`src/design/pin_select_pkg.sv`:
```
`default_nettype none
package pin_select_pkg;
	// ------------------------------------------------------------
	// register map (byte addresses)
	// ------------------------------------------------------------
	localparam logic [7:0] strap_status_off = 8'h00;
	localparam logic [7:0] periph_status_off = 8'h04;
	localparam logic [7:0] gpio_enable_off = 8'h08;
	localparam logic [7:0] gpio_direction_off = 8'h0c;
	localparam logic [7:0] gpio_out_off = 8'h10;
	localparam logic [7:0] gpio_in_off = 8'h14;
	localparam int addr_w = 8;

	// ------------------------------------------------------------
	// field positions
	// ------------------------------------------------------------
	localparam int st_atm_bit = 0;
	localparam int st_pci_bit = 1;
	localparam int st_autoinit_bit = 2;
	localparam int st_sp2_live_bit = 3;
	localparam int st_ready_bit = 4;
	localparam int pe_atm_bit = 0;
	localparam int pe_bsp1_bit = 1;
	localparam int pe_host_bit = 2;
	localparam int pe_pci_bit = 3;
	localparam int pe_bsp2_bit = 4;
	localparam int pe_eeprom_bit = 5;
	localparam int pe_cfg_eeprom_bit = 6;

	// ------------------------------------------------------------
	// widths and reset values
	// ------------------------------------------------------------
	localparam int upper_gpio_w = 7;
	localparam int strap_w = 4;
	localparam int sync_stages = 2;
	localparam logic [6:0] gpio_enable_rst = 7'h00;
	localparam logic [6:0] gpio_direction_rst = 7'h00;
	localparam logic [6:0] gpio_out_rst = 7'h00;
	// default strap levels: serial port 1 and host port own the pins
	localparam logic atm_strap_rst = 1'b0;
	localparam logic pci_strap_rst = 1'b0;
	localparam logic autoinit_strap_rst = 1'b0;

	// ------------------------------------------------------------
	// bus answers and init sequence
	// ------------------------------------------------------------
	localparam logic [1:0] resp_okay = 2'h0;
	localparam logic [1:0] resp_slverr = 2'h2;

	typedef enum logic [1:0] {
		init_capture = 2'b00,
		init_config = 2'b01,
		init_run = 2'b11
	} init_state_e;
endpackage : pin_select_pkg
`default_nettype wire

```
`src/design/strap_peripheral_pin_select.sv`:
```
// The AXI4-Lite register port and the address map were decided locally.
`default_nettype none
module strap_peripheral_pin_select (
	input wire logic aclk,
	input wire logic aresetn,
	// strap pins
	input wire logic atm_port_select_strap,
	input wire logic pci_select_strap,
	input wire logic eeprom_autoinit_strap,
	input wire logic serial_port2_select,
	// peripheral enables
	output logic atm_port_enable,
	output logic buffered_serial_port1_enable,
	output logic host_port_enable,
	output logic pci_enable,
	output logic buffered_serial_port2_enable,
	output logic eeprom_if_enable,
	output logic pci_config_start,
	output logic pci_config_from_eeprom,
	// atm-only and serial-port-1-only pin drive permits
	output logic atm_standalone_drive_en,
	output logic bsp1_standalone_drive_en,
	// upper gpio / pci shared pins
	input wire logic [6:0] upper_gpio_pins_i,
	output logic [6:0] upper_gpio_pins_o,
	output logic [6:0] upper_gpio_pins_oe,
	input wire logic [6:0] pci_shared_o,
	input wire logic [6:0] pci_shared_oe,
	// pci-only pins
	input wire logic pci_byte_enable0_core_o,
	input wire logic pci_byte_enable0_core_oe,
	output logic pci_byte_enable0_pin_o,
	output logic pci_byte_enable0_pin_oe,
	input wire logic serial_eeprom_select_core_o,
	output logic serial_eeprom_select_pin_o,
	output logic serial_eeprom_select_pin_oe,
	// axi4-lite slave
	input wire logic [7:0] s_axi_awaddr,
	input wire logic [2:0] s_axi_awprot,
	input wire logic s_axi_awvalid,
	output logic s_axi_awready,
	input wire logic [31:0] s_axi_wdata,
	input wire logic [3:0] s_axi_wstrb,
	input wire logic s_axi_wvalid,
	output logic s_axi_wready,
	output logic [1:0] s_axi_bresp,
	output logic s_axi_bvalid,
	input wire logic s_axi_bready,
	input wire logic [7:0] s_axi_araddr,
	input wire logic [2:0] s_axi_arprot,
	input wire logic s_axi_arvalid,
	output logic s_axi_arready,
	output logic [31:0] s_axi_rdata,
	output logic [1:0] s_axi_rresp,
	output logic s_axi_rvalid,
	input wire logic s_axi_rready
);
	// ------------------------------------------------------------
	// state
	// ------------------------------------------------------------
	typedef struct packed {
		pin_select_pkg::init_state_e init;
		logic atm;
		logic pci;
		logic autoinit;
		logic aw_held;
		logic [7:0] awaddr;
		logic w_held;
		logic [31:0] wdata;
		logic [3:0] wstrb;
		logic bvalid;
		logic [1:0] bresp;
		logic rvalid;
		logic [31:0] rdata;
		logic [1:0] rresp;
		logic [6:0] gpio_en;
		logic [6:0] gpio_dir;
		logic [6:0] gpio_out;
		logic [6:0] gp_o;
		logic [6:0] gp_oe;
		logic be0_o;
		logic be0_oe;
		logic ees_o;
		logic ees_oe;
	} state_s;

	state_s s_q;
	state_s s_d;

	// ------------------------------------------------------------
	// pin synchronisers
	// ------------------------------------------------------------
	logic [3:0] strap_sync;
	logic [6:0] gpio_in_sync;
	logic atm_s;
	logic pci_s;
	logic autoinit_s;
	logic sp2_s;

	level_sync #(
		.width(pin_select_pkg::strap_w + pin_select_pkg::upper_gpio_w)
	) u_sync (
		.aclk(aclk),
		.async_in({upper_gpio_pins_i, serial_port2_select,
			eeprom_autoinit_strap, pci_select_strap,
			atm_port_select_strap}),
		.sync_out({gpio_in_sync, strap_sync})
	);

	assign atm_s = strap_sync[0];
	assign pci_s = strap_sync[1];
	assign autoinit_s = strap_sync[2];
	// port 2 select is used live, not latched
	assign sp2_s = strap_sync[3];

	// ------------------------------------------------------------
	// peripheral ownership
	// ------------------------------------------------------------
	logic eeprom_owns;
	logic [6:0] gpio_drive;

	// serial port 0, timers and the lower gpio pins have no path
	// through this block, so nothing here can take them away
	assign atm_port_enable = s_q.atm;
	assign buffered_serial_port1_enable = ~s_q.atm;
	assign atm_standalone_drive_en = s_q.atm;
	assign bsp1_standalone_drive_en = ~s_q.atm;
	assign host_port_enable = ~s_q.pci;
	assign pci_enable = s_q.pci;
	// the eeprom owns its pins only for pci with port 2 off
	assign eeprom_owns = s_q.pci & ~sp2_s;
	assign buffered_serial_port2_enable = ~eeprom_owns;
	assign eeprom_if_enable = eeprom_owns;
	assign pci_config_start = s_q.pci &&
		(s_q.init == pin_select_pkg::init_config);
	// the source flag is only meaningful alongside the start pulse
	assign pci_config_from_eeprom = pci_config_start & s_q.autoinit &
		~eeprom_owns_at_cfg_n(s_q.init, sp2_s);
	// a gpio pin drives only when enabled and set as output
	assign gpio_drive = s_q.gpio_en & s_q.gpio_dir;

	// port 2 select is sampled at the config step; later changes
	// take the pins back from a started eeprom load; the source is not held
	function automatic logic eeprom_owns_at_cfg_n(
		input pin_select_pkg::init_state_e st,
		input logic sp2
	);
		eeprom_owns_at_cfg_n = (st == pin_select_pkg::init_config)
			? sp2 : 1'b0;
	endfunction : eeprom_owns_at_cfg_n

	// ------------------------------------------------------------
	// outputs
	// ------------------------------------------------------------
	assign upper_gpio_pins_o = s_q.gp_o;
	assign upper_gpio_pins_oe = s_q.gp_oe;
	assign pci_byte_enable0_pin_o = s_q.be0_o;
	assign pci_byte_enable0_pin_oe = s_q.be0_oe;
	assign serial_eeprom_select_pin_o = s_q.ees_o;
	assign serial_eeprom_select_pin_oe = s_q.ees_oe;
	assign s_axi_awready = ~s_q.aw_held & ~s_q.bvalid;
	assign s_axi_wready = ~s_q.w_held & ~s_q.bvalid;
	assign s_axi_bvalid = s_q.bvalid;
	assign s_axi_bresp = s_q.bresp;
	assign s_axi_arready = ~s_q.rvalid;
	assign s_axi_rvalid = s_q.rvalid;
	assign s_axi_rdata = s_q.rdata;
	assign s_axi_rresp = s_q.rresp;

	// ------------------------------------------------------------
	// register read view
	// ------------------------------------------------------------
	logic [31:0] strap_status_v;
	logic [31:0] periph_status_v;

	always_comb begin
		strap_status_v = 32'h0;
		strap_status_v[pin_select_pkg::st_atm_bit] = s_q.atm;
		strap_status_v[pin_select_pkg::st_pci_bit] = s_q.pci;
		strap_status_v[pin_select_pkg::st_autoinit_bit] = s_q.autoinit;
		strap_status_v[pin_select_pkg::st_sp2_live_bit] = sp2_s;
		strap_status_v[pin_select_pkg::st_ready_bit] =
			(s_q.init == pin_select_pkg::init_run);
		periph_status_v = 32'h0;
		periph_status_v[pin_select_pkg::pe_atm_bit] = atm_port_enable;
		periph_status_v[pin_select_pkg::pe_bsp1_bit] =
			buffered_serial_port1_enable;
		periph_status_v[pin_select_pkg::pe_host_bit] = host_port_enable;
		periph_status_v[pin_select_pkg::pe_pci_bit] = pci_enable;
		periph_status_v[pin_select_pkg::pe_bsp2_bit] =
			buffered_serial_port2_enable;
		periph_status_v[pin_select_pkg::pe_eeprom_bit] = eeprom_if_enable;
		periph_status_v[pin_select_pkg::pe_cfg_eeprom_bit] =
			s_q.pci & s_q.autoinit;
	end

	// ------------------------------------------------------------
	// next state
	// ------------------------------------------------------------
	always_comb begin
		s_d = s_q;

		// init sequence: capture straps, start pci config, run
		case (s_q.init)
			pin_select_pkg::init_capture: begin
				// synchronised levels were taken while reset was held
				s_d.atm = atm_s;
				s_d.pci = pci_s;
				s_d.autoinit = autoinit_s;
				s_d.init = pin_select_pkg::init_config;
			end
			pin_select_pkg::init_config: begin
				s_d.init = pin_select_pkg::init_run;
			end
			pin_select_pkg::init_run: begin
				// latched straps are never reloaded here
				s_d.init = pin_select_pkg::init_run;
			end
			default: begin
				s_d.init = pin_select_pkg::init_capture;
			end
		endcase

		// shared gpio/pci pins
		if (s_q.pci) begin
			s_d.gp_o = pci_shared_o;
			s_d.gp_oe = pci_shared_oe;
		end else begin
			s_d.gp_o = s_q.gpio_out;
			s_d.gp_oe = gpio_drive;
		end

		// byte enable 0 floats unless pci owns it, eeprom select unless the eeprom owns it
		s_d.be0_o = s_q.pci & pci_byte_enable0_core_o;
		s_d.be0_oe = s_q.pci & pci_byte_enable0_core_oe;
		s_d.ees_o = eeprom_owns & serial_eeprom_select_core_o;
		s_d.ees_oe = eeprom_owns;

		// write channel: address and data taken in either order
		if (s_axi_awvalid && s_axi_awready) begin
			s_d.aw_held = 1'b1;
			s_d.awaddr = s_axi_awaddr;
		end
		if (s_axi_wvalid && s_axi_wready) begin
			s_d.w_held = 1'b1;
			s_d.wdata = s_axi_wdata;
			s_d.wstrb = s_axi_wstrb;
		end
		if (s_q.aw_held && s_q.w_held) begin
			s_d.aw_held = 1'b0;
			s_d.w_held = 1'b0;
			s_d.bvalid = 1'b1;
			s_d.bresp = pin_select_pkg::resp_okay;
			case (s_q.awaddr)
				pin_select_pkg::gpio_enable_off: begin
					if (s_q.wstrb[0]) begin
						s_d.gpio_en = s_q.wdata[6:0];
					end
				end
				pin_select_pkg::gpio_direction_off: begin
					if (s_q.wstrb[0]) begin
						s_d.gpio_dir = s_q.wdata[6:0];
					end
				end
				pin_select_pkg::gpio_out_off: begin
					if (s_q.wstrb[0]) begin
						s_d.gpio_out = s_q.wdata[6:0];
					end
				end
				pin_select_pkg::strap_status_off,
				pin_select_pkg::periph_status_off,
				pin_select_pkg::gpio_in_off: begin
					// read-only: write ignored
					s_d.bresp = pin_select_pkg::resp_okay;
				end
				default: begin
					s_d.bresp = pin_select_pkg::resp_slverr;
				end
			endcase
		end
		if (s_q.bvalid && s_axi_bready) begin
			s_d.bvalid = 1'b0;
		end

		// read channel
		if (s_q.rvalid && s_axi_rready) begin
			s_d.rvalid = 1'b0;
		end
		if (s_axi_arvalid && s_axi_arready) begin
			s_d.rvalid = 1'b1;
			s_d.rresp = pin_select_pkg::resp_okay;
			case (s_axi_araddr)
				pin_select_pkg::strap_status_off: begin
					s_d.rdata = strap_status_v;
				end
				pin_select_pkg::periph_status_off: begin
					s_d.rdata = periph_status_v;
				end
				pin_select_pkg::gpio_enable_off: begin
					s_d.rdata = {25'h0, s_q.gpio_en};
				end
				pin_select_pkg::gpio_direction_off: begin
					s_d.rdata = {25'h0, s_q.gpio_dir};
				end
				pin_select_pkg::gpio_out_off: begin
					s_d.rdata = {25'h0, s_q.gpio_out};
				end
				pin_select_pkg::gpio_in_off: begin
					s_d.rdata = {25'h0, gpio_in_sync};
				end
				default: begin
					s_d.rdata = 32'h0;
					s_d.rresp = pin_select_pkg::resp_slverr;
				end
			endcase
		end
	end

	// ------------------------------------------------------------
	// registers
	// ------------------------------------------------------------
	always_ff @(posedge aclk) begin
		if (!aresetn) begin
			s_q <= '0;
			s_q.init <= pin_select_pkg::init_capture;
			s_q.atm <= pin_select_pkg::atm_strap_rst;
			s_q.pci <= pin_select_pkg::pci_strap_rst;
			s_q.autoinit <= pin_select_pkg::autoinit_strap_rst;
			s_q.gpio_en <= pin_select_pkg::gpio_enable_rst;
			s_q.gpio_dir <= pin_select_pkg::gpio_direction_rst;
			s_q.gpio_out <= pin_select_pkg::gpio_out_rst;
		end else begin
			s_q <= s_d;
		end
	end

	logic unused_ok;
	assign unused_ok = ^{s_axi_awprot, s_axi_arprot, s_q.wdata[31:7],
		s_q.wstrb[3:1]};
endmodule : strap_peripheral_pin_select
`default_nettype wire

```
`src/design/level_sync.sv`:
```
`default_nettype none
// two-stage synchroniser per bit; no reset so that the pins are still
// tracked while the device sits in reset
module level_sync #(
	parameter int width = 1
) (
	input wire logic aclk,
	input wire logic [width-1:0] async_in,
	output logic [width-1:0] sync_out
);
	logic [width-1:0] meta_q;
	logic [width-1:0] stable_q;

	genvar i;
	generate
		for (i = 0; i < width; i++) begin : g_bit
			always_ff @(posedge aclk) begin
				meta_q[i] <= async_in[i];
				stable_q[i] <= meta_q[i];
			end
		end
	endgenerate

	assign sync_out = stable_q;
endmodule : level_sync
`default_nettype wire

```
`config.mk`:
```
export PLATFORM = sky130hd
export DESIGN_NAME = strap_peripheral_pin_select
export DESIGN_NICKNAME = d
export VERILOG_FILES = /design/src/design/pin_select_pkg.sv /design/src/design/strap_peripheral_pin_select.sv /design/src/design/level_sync.sv
export SDC_FILE = /design/constraint.sdc
export NUM_CORES = 1
export LEC_CHECK = 0
export ABC_AREA = 1
export BUFFER_PORTS_ARGS = -buffer_cell sky130_fd_sc_hd__buf_2
export CORE_ASPECT_RATIO = 0.75
export CORE_MARGIN = 3
export CORE_UTILIZATION = 48
export DETAILED_ROUTE_END_ITERATION = 7
export GPL_ROUTABILITY_DRIVEN = 0
export PLACE_DENSITY_LB_ADDON = 0.25
export SETUP_SLACK_MARGIN = 0.5
export SLEW_MARGIN = 40
export SYNTH_ARGS = -nofsm -noshare
export SYNTH_HDL_FRONTEND = slang
export SYNTH_SLANG_ARGS = --single-unit
export TNS_END_PERCENT = 10
```
`constraint.sdc`:
```
create_clock -name aclk -period 1.69 [get_ports aclk]
set_clock_uncertainty 0.2 [all_clocks]
set_input_delay 0.338 -clock aclk [delete_from_list [all_inputs] [get_ports aclk]]
set_output_delay 0.338 -clock aclk [all_outputs]
set_load 0.005 [all_outputs]
```
Word-level counts from Yosys, hierarchy flattened

Index checks and enable logic that the tools add are counted.

Register bits after elaboration: 122
Input bits: 93
Output and inout bits: 69

Eq/ne operators: 12
Mux-type cells: 8
Bitwise logic cells: 20
Reduce and logical (&&, ||, !) cells: 19

Operators by type and width:

| kind                 | count |
|---|---|
| $pmux W7 S6          | 1 |
| $mux W35             | 1 |
| $eq A8 B4 Y1 const B | 4 |
| $eq A8 B5 Y1 const B | 4 |
| $eq A8 B3 Y1 const B | 2 |
| $logic_not A8 Y1     | 2 |
| $mux W14             | 1 |
| $reduce_or A6 Y1     | 2 |
| $not A1 Y1           | 10 |
| $and A1 B1 Y1        | 9 |
| $reduce_and A3 Y1    | 3 |
| $and A7 B7 Y7        | 1 |
| $logic_and A1 B1 Y1  | 7 |
| $reduce_or A2 Y1     | 3 |
| $mux W2              | 2 |
| $pmux W2 S2          | 1 |
| $eq A2 B1 Y1 const B | 1 |
| $eq A2 B2 Y1 const B | 1 |
| $logic_not A2 Y1     | 1 |
| $mux W1              | 2 |
| $reduce_bool A2 Y1   | 1 |

Longest topological paths before layout

Depth in word-level cells: 5
Depth in mapped cells: 10

By module

From an unflattened synthesis, not the netlist that was laid out.

Cell total of the unflattened synthesis: 506
Area total of the unflattened synthesis: 3,873.7 µm²

Modules (own cells, without submodules):

| module                      | instances | cells each | area an instance (µm²) | seq. area each (µm²) |
|---|---|---|---|---|
| strap_peripheral_pin_select | 1         | 484        | 3,433.3                | 1,461.4 |
| level_sync                  | 1         | 22         | 440.4                  | 440.4 |

Worst setup path after synthesis

No wires, ideal clock.

Kind: flip-flop to output port
Start point: register s_q (netlist bit pci_enable)
End point: output port pci_config_from_eeprom
Arrival time: 0.991 ns
Data required time: 1.152 ns
Slack: 0.161 ns
Cell stages (with the launch flop): 6
Buffers on the path: 1
Cell sequence: dfxtp_1 > buf_4 > inv_1 > nor2_1 > nand2_1 > nor2_1

Cells in the longest elaborated chain, start to end: 3

Ends and longest elaborated chain:

| item                       | line                               | source |
|---|---|---|
| from (decl)                | strap_peripheral_pin_select.sv:87  | `state_s s_q;` |
| $logic_and A1 B1 Y1        | strap_peripheral_pin_select.sv:134 | `assign pci_config_start = s_q.pci &&` |
| $and A1 B1 Y1 (2 in a row) | strap_peripheral_pin_select.sv:137 | `assign pci_config_from_eeprom = pci_config_start & s_q.autoinit &` |
| to (decl)                  | strap_peripheral_pin_select.sv:19  | `output logic pci_config_from_eeprom,` |

Every way passes these cells.

Final worst setup path

Ends and elaborated chain as after synthesis.

==> results.txt <==
Iter 0 DRT Violations = 345
R2R Path End = s_q[25]
Vias in the first global route = 3,307
Synth async-reset ratio = 0%
Worst reg2reg path depth = 7
Simple-gate share of the synthesized area = 23.6%
IR Drop Worst-Case VDD = 0.580 mV
Die ar. = 9200 um2
Final WL = 10.9 mm
Xor and xnor area share after synthesis = 0%
Hpwl dp = 6.75 mm
Failing checks = hold timing, setup timing
Synth Area in Compound Gates = 11.9%
Slowest cell on crit path = dfxtp_4
Mux cell area share after synthesis = 0%
Die Span Y = 83.8 um
Critical path type = flop to primary output
Die Wd = 110 um
Startpoint types = flop
Minimum clock period = 1.71 ns
Hold Startpoint = pci_shared_o[6]
Register area share after synthesis = 49.1%
Yosys reg bits = 95
Vias = 3,678
Final WS setup = -0.0172 ns
Routed Antenna Nets = 0
Max frequency = 0.586 GHz
Clk slew on worst S/H paths = 0.10 ns
CTS root buffer = clkbuf_8
Max_cap viols = 0
Slew Limit Fails = 0
CP endpoint kind = primary output
Crit path buffers/inverters = 2
Io pins = 162
Layout area overhead = 42.0%
Via/cell ratio = 5.09
Number of synthesized flops with an enable pin = 0
H-tree depth = 3
# nets final = 709
Worst r2r src = s_q[121]
Maximum fanout along the worst path = 3
Core area = 7600 um2
Endpoints failing hold = 2
Worst hold path class = primary input to flop
DRC Markers = 0
Lkg Pwr = 2.47 nW
Crit path DAT = 1.17 ns
1st-pass router iterations = 5
Total gr overflow = 0
Distinct cell type count after synthesis = 23
Biggest cell delay along the critical path = 0.38 ns
Clk sinks = 95
Syn Inst Count = 506
Total power = 4.67 mW
First-pass GRT wire length = 15.7 mm
# diodes = 0
Layout cells sized above 1 = 43.3%
CTS tree = done
WHS = -0.00368 ns
RSZ-0062 raised after global routing = yes
Clk buf depth = 2
Setup Viol. Count Final = 2
Outcome = complete, but fails checks
Antenna violations before repair = 0
Worst Hold End = upper_gpio_pins_o[6]
Critical path's top delay family = flip-flops
Worst EP required = 1.15 ns
Top_reg_cell synth = dfxtp_1
I/O Buffers = 100
Cell Rows = 27
PwrDens = 850 nW/um2
Hold Crit Depth = 3
Worst-Skew Late Latency = 0.37 ns
Crit share post-route = 101%
Total global-route track usage = 21.8%
Area of the mapped netlist = 3870 um2
Starting density of the core = 51.0%
Largest net degree at the start of global routing = 36
Synth warn = 0
Post-Synth Adder-Cell Area = 0%
Average wire per standard cell = 15.1 um
Largest family of logic cells by synthesized area = simple AND/OR/NAND/NOR gates
Avg Cell Area, Syn = 7.66 um2
Flop-to-flop setup slack = 0.07 ns
Crit-path cells = inv_4 > nor2_4 > nand2_1 > nor2_2 > buf_2
Num CTS Buffers = 9
==> layer usage <==
layer | global-route usage, % | part of all wire (%)
met5 | 0 | 0
met1 | 29.5 | 41
met4 | 6.34 | 1.8
met2 | 34.2 | 48
met3 | 5.34 | 9.2
==> cells in the mapped netlist (3+ instances only) <==
library cell	instances	area share [%]
o21ai_0	59	7.6
clkbuf_1	9	0.87
nor2_1	82	7.9
nand2_1	76	7.4
inv_1	32	3.1
nand3_1	47	6.1
buf_4	53	10
dfxtp_1	95	49
a21oi_1	30	3.9
buf_2	3	0.39
clkinv_1	3	0.29
==> worst max-delay path by stage <==
stage,startpoint,endpoint,slack [ns],cells past startpoint
2_1_floorplan,s_q[121],s_q[32],0.23,6
3_3_place_gp,s_axi_araddr[7],s_axi_rdata[4],0.05,10
6_report,pci_enable,pci_config_from_eeprom,-0.02,5
5_1_grt,pci_enable,pci_config_from_eeprom,-0.08,5
4_1_cts,pci_enable,pci_config_from_eeprom,-0.04,5
3_5_place_dp,s_q[122],s_q[19],0.03,7
==> final cells by class <==
| cell class | count | area (um2) |
|---|---|---|
| timing repair buffer | 138 | 1010 |
| fill | 564 | 2100 |
| tap | 101 | 126 |
| clock buffer | 9 | 124 |
| multi-input combinational | 334 | 2000 |
| sequential | 95 | 1940 |
| inverter | 38 | 224 |
| clock inverter | 7 | 68.8 |
==> layout by cell type (no fill, tap or decap), drive strengths merged <==
cell type	instances
clkbuf	9
conb	27
dlygate4sd3	19
buf	119
o21ai	59
a211oi	1
dfxtp	95
nand2	80
nand3	47
o21a	1
clkinv	6
nor2	84
a21oi	30
or2	1
inv	39
nor3	4
==> worst register-to-register path, delay by kind of cell (launching register included) <==
family / cells / cell delay, ns
buffers and inverters: 1 / 0.14
DFF: 1 / 0.34
and+or+nand+nor: 6 / 0.90
==> cell families (layout without fill, tap and decap cells) <==
group,count (synthesis),after routing
AO/OA/AOI/OAI,91,91
other,1,27
flip-flops,95,95
buffers and inverters,104,192
AND/OR/NAND/NOR,215,216
==> flip-flops by register name, indices dropped and copies added (netlist names) <==
register,flops
atm_port_enable,1
pci_byte_enable0_pin_o,1
pci_byte_enable0_pin_oe,1
pci_enable,1
s_axi_bresp,1
s_axi_bvalid,1
s_axi_rdata,7
s_axi_rresp,1
s_axi_rvalid,1
s_q,42
serial_eeprom_select_pin_o,1
serial_eeprom_select_pin_oe,1
u_sync.meta_q,11
u_sync.sync_out,11
upper_gpio_pins_o,7
upper_gpio_pins_oe,7
==> through the flow <==
step	worst slack, ns	util, %	cell area, um2	cells	TNS [ns]
floorplan	0.227	-	4170	532	0
global placement	0.0472	57.8	4390	675	0
detailed placement	0.0325	57.8	4390	675	0
CTS	-0.0428	68.0	5170	720	-0.0542
global route	-0.0764	72.4	5500	722	-0.190
finish	-0.0172	72.4	5500	722	-0.0295
==> where the power goes <==
part           switching [mW]  total, mW  leakage [nW]  internal, mW
registers               0.112       2.46         0.792          2.35
clock network           0.891       1.47         0.100         0.582
logic                   0.405      0.739          1.58         0.334
total                    1.41       4.67          2.47          3.27
==> repair_timing <==
item                       4_1_cts  5_1_grt
cloned                           1        0
buffers inserted                 9        2
hold buffers                    19        0
pin swaps                       67       86
setup endpoints to repair      104      107
gates resized for setup        115       99
hold endpoints to repair        19        0
No activity file was read; power rests on OpenSTA's default activity.
